===== src/inc/mprs_cfg.svh =====
// timing constants of the module power and restart sequencer
// assumes a 100 MHz sys_clk; all cycle counts derive from the rate below
`ifndef MPRS_CFG_SVH
`define MPRS_CFG_SVH

`define MPRS_CLK_KHZ 100000
// settle time of the main supply before the first switch-on pulse
`define MPRS_SUPPLY_WAIT_MS 50
`define MPRS_SUPPLY_WAIT_CYC (`MPRS_SUPPLY_WAIT_MS * `MPRS_CLK_KHZ)
// first pulse after supply-on must exceed this
`define MPRS_ON_FIRST_MS 1
`define MPRS_ON_FIRST_CYC (`MPRS_ON_FIRST_MS * `MPRS_CLK_KHZ + 1)
// later pulses, once switched off by command, must exceed this
`define MPRS_ON_LATER_MS 30
`define MPRS_ON_LATER_CYC (`MPRS_ON_LATER_MS * `MPRS_CLK_KHZ + 1)
// firmware silence needed before the emergency restart may be used
`define MPRS_FW_SILENT_MS 5000
`define MPRS_FW_SILENT_CYC (`MPRS_FW_SILENT_MS * `MPRS_CLK_KHZ + 1)
// synchroniser depth and reset level of pin inputs
`define MPRS_SYNC_DEPTH 3
`define MPRS_PIN_RST 1'h0

`endif


===== src/inc/mprs_pkg.sv =====
// types of the module power and restart sequencer
// used by hw/mprs_sequencer.sv
package mprs_pkg;
  typedef enum logic [3:0] {
    MPRS_OFF,
    MPRS_SUPPLY_WAIT,
    MPRS_ON_PULSE,
    MPRS_BOOTING,
    MPRS_READY,
    MPRS_STOPPING,
    MPRS_FAST_PIN,
    MPRS_EMERG,
    MPRS_DOWN
  } mprs_state_e;
  typedef logic [31:0] mprs_cnt_t;
endpackage


===== src/hw/mprs_pin_sync.sv =====
// three-stage synchroniser for pins from the module
// a new level is taken once the second and third stage agree
`timescale 1ns/1ns
`include "mprs_cfg.svh"

module mprs_pin_sync #(
  parameter int W = 2
)(
  input wire logic sys_clk, // system clock
  input wire logic sys_rst, // async reset, active high
  input wire logic [W-1:0] pinIn, // raw pin levels
  output logic [W-1:0] pinLevel // filtered levels
);
  genvar i;
  generate
    for (i = 0; i < W; i = i + 1)
    begin : g_bit
      logic [`MPRS_SYNC_DEPTH-1:0] stage_reg;
      logic level_reg;
      always_ff @(posedge sys_clk or posedge sys_rst)
      begin
        if (sys_rst)
        begin
          stage_reg <= {`MPRS_SYNC_DEPTH{`MPRS_PIN_RST}};
          level_reg <= `MPRS_PIN_RST;
        end
        else
        begin
          stage_reg <= {stage_reg[`MPRS_SYNC_DEPTH-2:0], pinIn[i]};
          if (stage_reg[1] == stage_reg[2])
            level_reg <= stage_reg[2];
        end
      end
      assign pinLevel[i] = level_reg;
    end
  endgenerate
endmodule


===== src/hw/mprs_sequencer.sv =====
// host-side sequencer for power-up, restart and shutdown of a cellular module
// assumes an AT-command layer on sys_clk that sends the switch-off command
// and reports the boot-done notice and firmware activity as one-cycle pulses
//
// What this block does
// - switch-on pulse only after main supply on
// - first pulse after supply-on longer than 1 ms
// - after command switch-off, pulses exceed 30 ms
// - hold emergency restart until indicator goes low
// - emergency restart driven open-drain
// - emergency only after 5 s firmware silence
// - remove supply only with indicator low
// - fast power-down line driven low forces shutdown
`timescale 1ns/1ns
`include "mprs_cfg.svh"

module mprs_sequencer #(
  parameter int unsigned SUPPLY_WAIT_CYC = `MPRS_SUPPLY_WAIT_CYC,
  parameter int unsigned ON_FIRST_CYC = `MPRS_ON_FIRST_CYC,
  parameter int unsigned ON_LATER_CYC = `MPRS_ON_LATER_CYC,
  parameter int unsigned FW_SILENT_CYC = `MPRS_FW_SILENT_CYC
)(
  input wire logic sys_clk, // system clock, 100 MHz
  input wire logic sys_rst, // async reset, active high
  input wire logic reqStart, // pulse: supply on if needed and switch on
  input wire logic reqStop, // pulse: send switch-off command
  input wire logic stopFast, // with reqStop: use the fast command
  input wire logic reqFastPin, // pulse: shut down by fast power-down line
  input wire logic reqEmergency, // pulse: emergency restart
  input wire logic reqCut, // pulse: remove main supply
  input wire logic bootDone, // pulse: boot-done notice seen
  input wire logic fwAlive, // pulse: any answer from firmware
  input wire logic ioSupplyPin, // io supply indicator pin
  input wire logic coreRailPin, // core rail pin
  output logic mainSupplyEn, // main supply switch on
  output logic switchOnPin, // switch-on pulse
  output logic rstPinOut, // emergency restart data, always low
  output logic rstPinOe, // emergency restart pulled low
  output logic fastPdOut, // fast power-down data, always low
  output logic fastPdOe, // fast power-down pulled low
  output logic offCmdSend, // pulse: send switch-off command
  output logic offCmdFast, // with offCmdSend: fast variant
  output logic moduleReady, // module booted, commands allowed
  output logic reqRefused, // pulse: last request not taken
  output logic ioLevelOut, // synchronised io indicator
  output logic coreLevelOut, // synchronised core rail
  output mprs_pkg::mprs_state_e seqState // sequencer state
);
  import mprs_pkg::*;

  mprs_state_e state_reg;
  mprs_cnt_t timer_reg;
  mprs_cnt_t silent_reg;
  logic [1:0] pinLevel;
  logic ioLevel;
  logic coreLevel;
  logic offOnce_reg;
  logic supply_reg;
  logic onPin_reg;
  logic rstOe_reg;
  logic fastOe_reg;
  logic offSend_reg;
  logic offFast_reg;
  logic ready_reg;
  logic refused_reg;
  logic ioOut_reg;
  logic coreOut_reg;
  logic zero_reg;
  logic fwSilent;
  logic emergOk;
  logic taken;

  mprs_pin_sync #(.W(2)) mprs_pin_sync_i (
    .sys_clk(sys_clk),
    .sys_rst(sys_rst),
    .pinIn({coreRailPin, ioSupplyPin}),
    .pinLevel(pinLevel)
  );
  assign ioLevel = pinLevel[0];
  assign coreLevel = pinLevel[1];

  assign fwSilent = (silent_reg == 32'(FW_SILENT_CYC));
  always_comb
  begin
    emergOk = reqEmergency && fwSilent &&
      (state_reg == MPRS_BOOTING || state_reg == MPRS_READY ||
       state_reg == MPRS_STOPPING);
    taken = emergOk ||
      (reqStart && (state_reg == MPRS_OFF || state_reg == MPRS_DOWN)) ||
      ((reqStop || reqFastPin) && state_reg == MPRS_READY) ||
      (reqCut && state_reg == MPRS_DOWN);
  end

  // firmware silence counter, saturating just past the limit
  always_ff @(posedge sys_clk or posedge sys_rst)
  begin
    if (sys_rst)
      silent_reg <= 32'h0;
    else if (fwAlive || bootDone)
      silent_reg <= 32'h0;
    else if (!fwSilent)
      silent_reg <= silent_reg + 32'h1;
  end

  // main sequencer with its interval timer
  always_ff @(posedge sys_clk or posedge sys_rst)
  begin
    if (sys_rst)
    begin
      state_reg <= MPRS_OFF;
      timer_reg <= 32'h0;
      supply_reg <= 1'h0;
      onPin_reg <= 1'h0;
      rstOe_reg <= 1'h0;
      fastOe_reg <= 1'h0;
      offSend_reg <= 1'h0;
      offFast_reg <= 1'h0;
      ready_reg <= 1'h0;
      offOnce_reg <= 1'h0;
    end
    else
    begin
      offSend_reg <= 1'h0;
      if (emergOk)
      begin
        rstOe_reg <= 1'h1;
        ready_reg <= 1'h0;
        state_reg <= MPRS_EMERG;
      end
      else
      begin
        case (state_reg)
          MPRS_OFF:
            if (reqStart)
            begin
              supply_reg <= 1'h1;
              offOnce_reg <= 1'h0;
              timer_reg <= 32'(SUPPLY_WAIT_CYC);
              state_reg <= MPRS_SUPPLY_WAIT;
            end
          MPRS_SUPPLY_WAIT:
            if (timer_reg == 32'h0)
            begin
              onPin_reg <= 1'h1;
              timer_reg <= 32'(ON_FIRST_CYC);
              state_reg <= MPRS_ON_PULSE;
            end
            else
              timer_reg <= timer_reg - 32'h1;
          MPRS_ON_PULSE:
            if (timer_reg == 32'h1)
            begin
              onPin_reg <= 1'h0;
              state_reg <= MPRS_BOOTING;
            end
            else
              timer_reg <= timer_reg - 32'h1;
          MPRS_BOOTING:
            if (bootDone)
            begin
              ready_reg <= 1'h1;
              state_reg <= MPRS_READY;
            end
          MPRS_READY:
            if (reqStop)
            begin
              offSend_reg <= 1'h1;
              offFast_reg <= stopFast;
              ready_reg <= 1'h0;
              state_reg <= MPRS_STOPPING;
            end
            else if (reqFastPin)
            begin
              fastOe_reg <= 1'h1;
              ready_reg <= 1'h0;
              state_reg <= MPRS_FAST_PIN;
            end
          MPRS_STOPPING:
            // no end time is imposed; only the indicator or an emergency restart finishes it
            if (!ioLevel)
            begin
              offOnce_reg <= 1'h1;
              state_reg <= MPRS_DOWN;
            end
          MPRS_FAST_PIN:
            if (!ioLevel)
            begin
              fastOe_reg <= 1'h0;
              state_reg <= MPRS_DOWN;
            end
          MPRS_EMERG:
            // releasing before the indicator falls would abort the restart
            if (!ioLevel)
            begin
              rstOe_reg <= 1'h0;
              state_reg <= MPRS_BOOTING;
            end
          MPRS_DOWN:
            if (reqStart)
            begin
              onPin_reg <= 1'h1;
              timer_reg <= offOnce_reg ? 32'(ON_LATER_CYC) : 32'(ON_FIRST_CYC);
              state_reg <= MPRS_ON_PULSE;
            end
            else if (reqCut && !ioLevel)
            begin
              supply_reg <= 1'h0;
              state_reg <= MPRS_OFF;
            end
          default:
            state_reg <= MPRS_OFF;
        endcase
      end
    end
  end

  // status registers toward the user
  always_ff @(posedge sys_clk or posedge sys_rst)
  begin
    if (sys_rst)
    begin
      refused_reg <= 1'h0;
      ioOut_reg <= 1'h0;
      coreOut_reg <= 1'h0;
      zero_reg <= 1'h0;
    end
    else
    begin
      refused_reg <= (reqStart || reqStop || reqFastPin || reqEmergency || reqCut) && !taken;
      ioOut_reg <= ioLevel;
      coreOut_reg <= coreLevel;
      zero_reg <= 1'h0;
    end
  end

  assign mainSupplyEn = supply_reg;
  assign switchOnPin = onPin_reg;
  assign rstPinOut = zero_reg;
  assign rstPinOe = rstOe_reg;
  assign fastPdOut = zero_reg;
  assign fastPdOe = fastOe_reg;
  assign offCmdSend = offSend_reg;
  assign offCmdFast = offFast_reg;
  assign moduleReady = ready_reg;
  assign reqRefused = refused_reg;
  assign ioLevelOut = ioOut_reg;
  assign coreLevelOut = coreOut_reg;
  assign seqState = state_reg;

  // width of the current switch-on pulse, for checking only
  mprs_cnt_t onWidth_reg;
  always_ff @(posedge sys_clk or posedge sys_rst)
  begin
    if (sys_rst)
      onWidth_reg <= 32'h0;
    else if (onPin_reg)
      onWidth_reg <= onWidth_reg + 32'h1;
    else
      onWidth_reg <= 32'h0;
  end

  property p_on_after_supply;
    @(posedge sys_clk) disable iff (sys_rst) onPin_reg |-> supply_reg;
  endproperty
  a_on_after_supply: assert property (p_on_after_supply)
    else $error("switch-on pulse without main supply");

  property p_first_width;
    @(posedge sys_clk) disable iff (sys_rst)
      $fell(onPin_reg) && !offOnce_reg |-> onWidth_reg == 32'(ON_FIRST_CYC);
  endproperty
  a_first_width: assert property (p_first_width)
    else $error("first switch-on pulse has wrong width");

  property p_later_width;
    @(posedge sys_clk) disable iff (sys_rst)
      $fell(onPin_reg) && offOnce_reg |-> onWidth_reg == 32'(ON_LATER_CYC);
  endproperty
  a_later_width: assert property (p_later_width)
    else $error("later switch-on pulse has wrong width");

  property p_rst_release;
    @(posedge sys_clk) disable iff (sys_rst) $fell(rstOe_reg) |-> $past(!ioLevel);
  endproperty
  a_rst_release: assert property (p_rst_release)
    else $error("restart released before indicator low");

  property p_rst_stays_released;
    @(posedge sys_clk) disable iff (sys_rst) $fell(rstOe_reg) |-> !rstOe_reg [*8];
  endproperty
  a_rst_stays_released: assert property (p_rst_stays_released)
    else $error("restart reasserted right after release");

  property p_rst_silence;
    @(posedge sys_clk) disable iff (sys_rst) $rose(rstOe_reg) |-> $past(fwSilent);
  endproperty
  a_rst_silence: assert property (p_rst_silence)
    else $error("emergency restart without firmware silence");

  property p_cut_io_low;
    @(posedge sys_clk) disable iff (sys_rst) $fell(supply_reg) |-> $past(!ioLevel);
  endproperty
  a_cut_io_low: assert property (p_cut_io_low)
    else $error("supply removed while indicator high");

  property p_fast_held;
    @(posedge sys_clk) disable iff (sys_rst) fastOe_reg && ioLevel |=> fastOe_reg;
  endproperty
  a_fast_held: assert property (p_fast_held)
    else $error("fast power-down released too early");

  property p_fast_after_boot;
    @(posedge sys_clk) disable iff (sys_rst) $rose(fastOe_reg) |-> $past(ready_reg);
  endproperty
  a_fast_after_boot: assert property (p_fast_after_boot)
    else $error("fast power-down used during boot");

  property p_ready_on_notice;
    @(posedge sys_clk) disable iff (sys_rst) $rose(ready_reg) |-> $past(bootDone);
  endproperty
  a_ready_on_notice: assert property (p_ready_on_notice)
    else $error("ready without boot-done notice");

  property p_cv_boot;
    @(posedge sys_clk) disable iff (sys_rst) $rose(ready_reg);
  endproperty
  c_cv_boot: cover property (p_cv_boot);
  property p_cv_stop;
    @(posedge sys_clk) disable iff (sys_rst) state_reg == MPRS_STOPPING ##1 state_reg == MPRS_DOWN;
  endproperty
  c_cv_stop: cover property (p_cv_stop);
  property p_cv_emerg;
    @(posedge sys_clk) disable iff (sys_rst) $fell(rstOe_reg);
  endproperty
  c_cv_emerg: cover property (p_cv_emerg);
endmodule


===== config.mk =====
export PLATFORM = sky130hd
export DESIGN_NAME = mprs_sequencer
export DESIGN_NICKNAME = d
export VERILOG_FILES = /design/src/inc/mprs_pkg.sv /design/src/hw/mprs_pin_sync.sv /design/src/hw/mprs_sequencer.sv
export VERILOG_INCLUDE_DIRS = /design/src /design/src/inc
export SDC_FILE = /design/constraint.sdc
export NUM_CORES = 1
export LEC_CHECK = 0
export BUFFER_PORTS_ARGS = -buffer_cell sky130_fd_sc_hd__buf_2
export CORE_MARGIN = 2
export CORE_UTILIZATION = 60
export DETAILED_ROUTE_END_ITERATION = 7
export PLACE_DENSITY = 0.77
export RECOVER_POWER = 100
export SLEW_MARGIN = 20
export SYNTH_ARGS = -nofsm -noshare
export SYNTH_HDL_FRONTEND = slang
export SYNTH_SLANG_ARGS = --single-unit

===== constraint.sdc =====
create_clock -name sys_clk -period 8.3 [get_ports sys_clk]
set_input_delay 2.49 -clock sys_clk [delete_from_list [all_inputs] [get_ports sys_clk]]
set_output_delay 2.49 -clock sys_clk [all_outputs]
set_load 0.1 [all_outputs]

==> impl_metrics.toml <==
[finish]
post-route-util_pct = 66.55
antennaDiodeCount = 0
synthToLayoutAreaGrowth_pct = 7.535
layout-drive-gt1-share_pct = 8.068
final_nets = 546
fillers = 656

[yosys]
synth_area_um2 = 4782
synth.top_cell.area_share_pct = 45.53
synth_seq_area_share_pct = 45.53
synth_area_leaders = "dfrtp_1 (46%), nor2_1 (5.4%), xor2_1 (3.5%)"
yosys_warnings = 0
synth_top_cell_by_area = "dfrtp_1"
synth_edf_count = 0
avgSynthCellArea_um2 = 9.286
async_flop_share_pct = 100.0
synth_common_cells = "dfrtp_1 (87), nor2_1 (69), nand2_1 (42), nand3_1 (26), o21ai_0 (26)"
syn_inst = 515
yosysMostFrequentCell = "dfrtp_1"
synth_flop_cell = "dfrtp_1"
synth-seq-cells = 87
synth_cell_types = 67

[setup_path]
worst_ep_arrival_time_ns = 1.91
worst_ep_required_time_ns = 5.81
cp_cell_sequence = "clkbuf_1"
crit_path_max_incr_delay_ns = 0.91
cp_top_family = "buffers and inverters"
cp-startpoint = "seqState[2]"
slowest_stage = "clkbuf_1"
r2r-start = "timer_reg[2]"
setup.worst_path.end_class = "primary output"
crit_buf_inv = 1
critPathLaunchType = "register"
crit_type = "reg2out"
crit_fanout = 15

[routing]
drtPass1Iterations = 5
wl_per_cell_um = 16.31
drc = 0
viasPerCell = 6.216
drt-total-wl_um = 10350
vias = 3947
drtAntennaViolNets = 0
drt_iter0_drc = 239

[die]
ioPinCount = 28
initial_utilization_pct = 61.88
rows = 32
die_w_um = 93.28
core_area_um2 = 7727
fp.dieH_um = 93.28
dieArea_um2 = 8700

[global_routing]
antenna_found_initial = 0
grt_max_degree = 88
grt_pass1_vias = 3799
gr-total-overflow = 0
grt_pass1_wl_um = 17940
grtUsageTotal_pct = 25.85

[outcome]
violations = "capacitance limit, slew limit"
outcome = "complete, but fails checks"

[timing]
drv_slew = 33
hold_viol_final = 0
tns_ns = 0
rsz0062_at_grt = "no"
finalCritPeriodShare_pct = 53.02
setup_viol = 0
slew_headroom_pct = -11.83
timing.fmax_ghz = 0.2273
min_period_ns = 4.400
worstMarginPinSlew_ns = 1.677
hold_slack_ns = 0.3632
skew_ns = 0.01355

[place]
gp_congestion = 0.8836
numPortBuffers = 25
dp_hpwl_um = 6796

[clocking]
clkTransAtPathRegs_ns = 0.08
root_buffer = "clkbuf_8"
numCtsBuffers = 9
clkLatencyLatePin_ns = 0.36
cts_max_level = 3
cts_sinks = 87
cts_setup_buffers = 0
clock_path_buffers = 2
holdBufCountCts = 0
post_cts_resized = 0
cts_tree = "built"

[worst_hold_path]
min-delay-start = "mprs_pin_sync_i.g_bit[1].stage_reg[0]"
worst_hold_path_type = "reg2reg"

[pwr]
ir_worst_vdd_v = 0.0003061
total_power_mw = 1.806
cellPowerDensity_nw_per_um2 = 351.1
cellLeakagePower_nw = 2.086

[job]
maxCapViolations = 1
-- cell usage in the layout (no fill, tap or decap), types with 8 or more instances in the layout --
| cell type | synthesis | routed |
|---|---|---|
| a21oi_1 | 25 | 25 |
| a31oi_1 | 10 | 11 |
| and3_1 | 11 | 11 |
| clkbuf_1 | 14 | 20 |
| clkbuf_8 | 0 | 9 |
| dfrtp_1 | 87 | 87 |
| inv_1 | 13 | 12 |
| nand2_1 | 42 | 42 |
| nand3_1 | 26 | 26 |
| nand4_1 | 8 | 8 |
| nor2_1 | 69 | 69 |
| nor3_1 | 21 | 21 |
| o21ai_0 | 26 | 32 |
| or3_1 | 8 | 8 |
| xnor2_1 | 9 | 9 |
| xor2_1 | 19 | 19 |
-- logic make-up after synthesis --
| family | share of synthesized area (%) |
|---|---|
| buf+inv | 3.428 |
| compound gates | 15.78 |
| flops | 45.53 |
| other cells | 0.07842 |
| simple gates | 26.58 |
| fa+ha+maj | 1.465 |
| mux | 2.015 |
| xor+xnor | 5.128 |
-- cell type report --
class                      count  area (um^2)  share of cell area (%)
tap                          102        127.6                   2.482
clock inverter                 4        120.1                   2.336
multi-input combinational    392         2422                   47.10
timing repair buffer          27        117.6                   2.287
sequential                    87         2177                   42.34
clock buffer                  10        127.6                   2.482
inverter                      13        50.05                  0.9732
-- path summary, 6_finish.rpt --
| check | endpoint | slack (ns) | cells past startpoint |
|---|---|---|---|
| max | seqState[2] | 3.90 | 1 |
| min | mprs_pin_sync_i.g_bit[1].stage_reg[1] | 0.36 | 0 |
| max reg2reg | seqState[0] | 4.89 | 6 |
| min reg2reg | mprs_pin_sync_i.g_bit[1].stage_reg[1] | 0.36 | 0 |
| max in group asynchronous | seqState[0] | 5.40 | 3 |
| min in group asynchronous | timer_reg[30] | 2.36 | 3 |
-- report_power, final --
| group | switching (mW) | internal (mW) |
|---|---|---|
| Sequential | 0.0974 | 0.492 |
| Combinational | 0.593 | 0.245 |
| Clock | 0.151 | 0.227 |
| Total | 0.841 | 0.964 |
-- metal layers --
layer  routed length, um  track usage (%)  share of wire (%)  vias to the layer above
met5                   0                0                  0                        -
met4                 174            8.701                1.7                        0
met3                 461            4.110                4.5                       16
met2                4916            41.25                 47                      108
met1                4801            36.23                 46                     1947
li1                    -                -                  -                     1876
-- per-stage QoR --
stage,area (um^2),worst slack [ns],instances
finish,5142,3.900,635
detailed placement,4940,4.215,621
floorplan,4786,3.560,516
global placement,4940,4.273,621
CTS,5187,4.302,635
global route,5142,3.827,635
(Power assumes the default switching activity.)
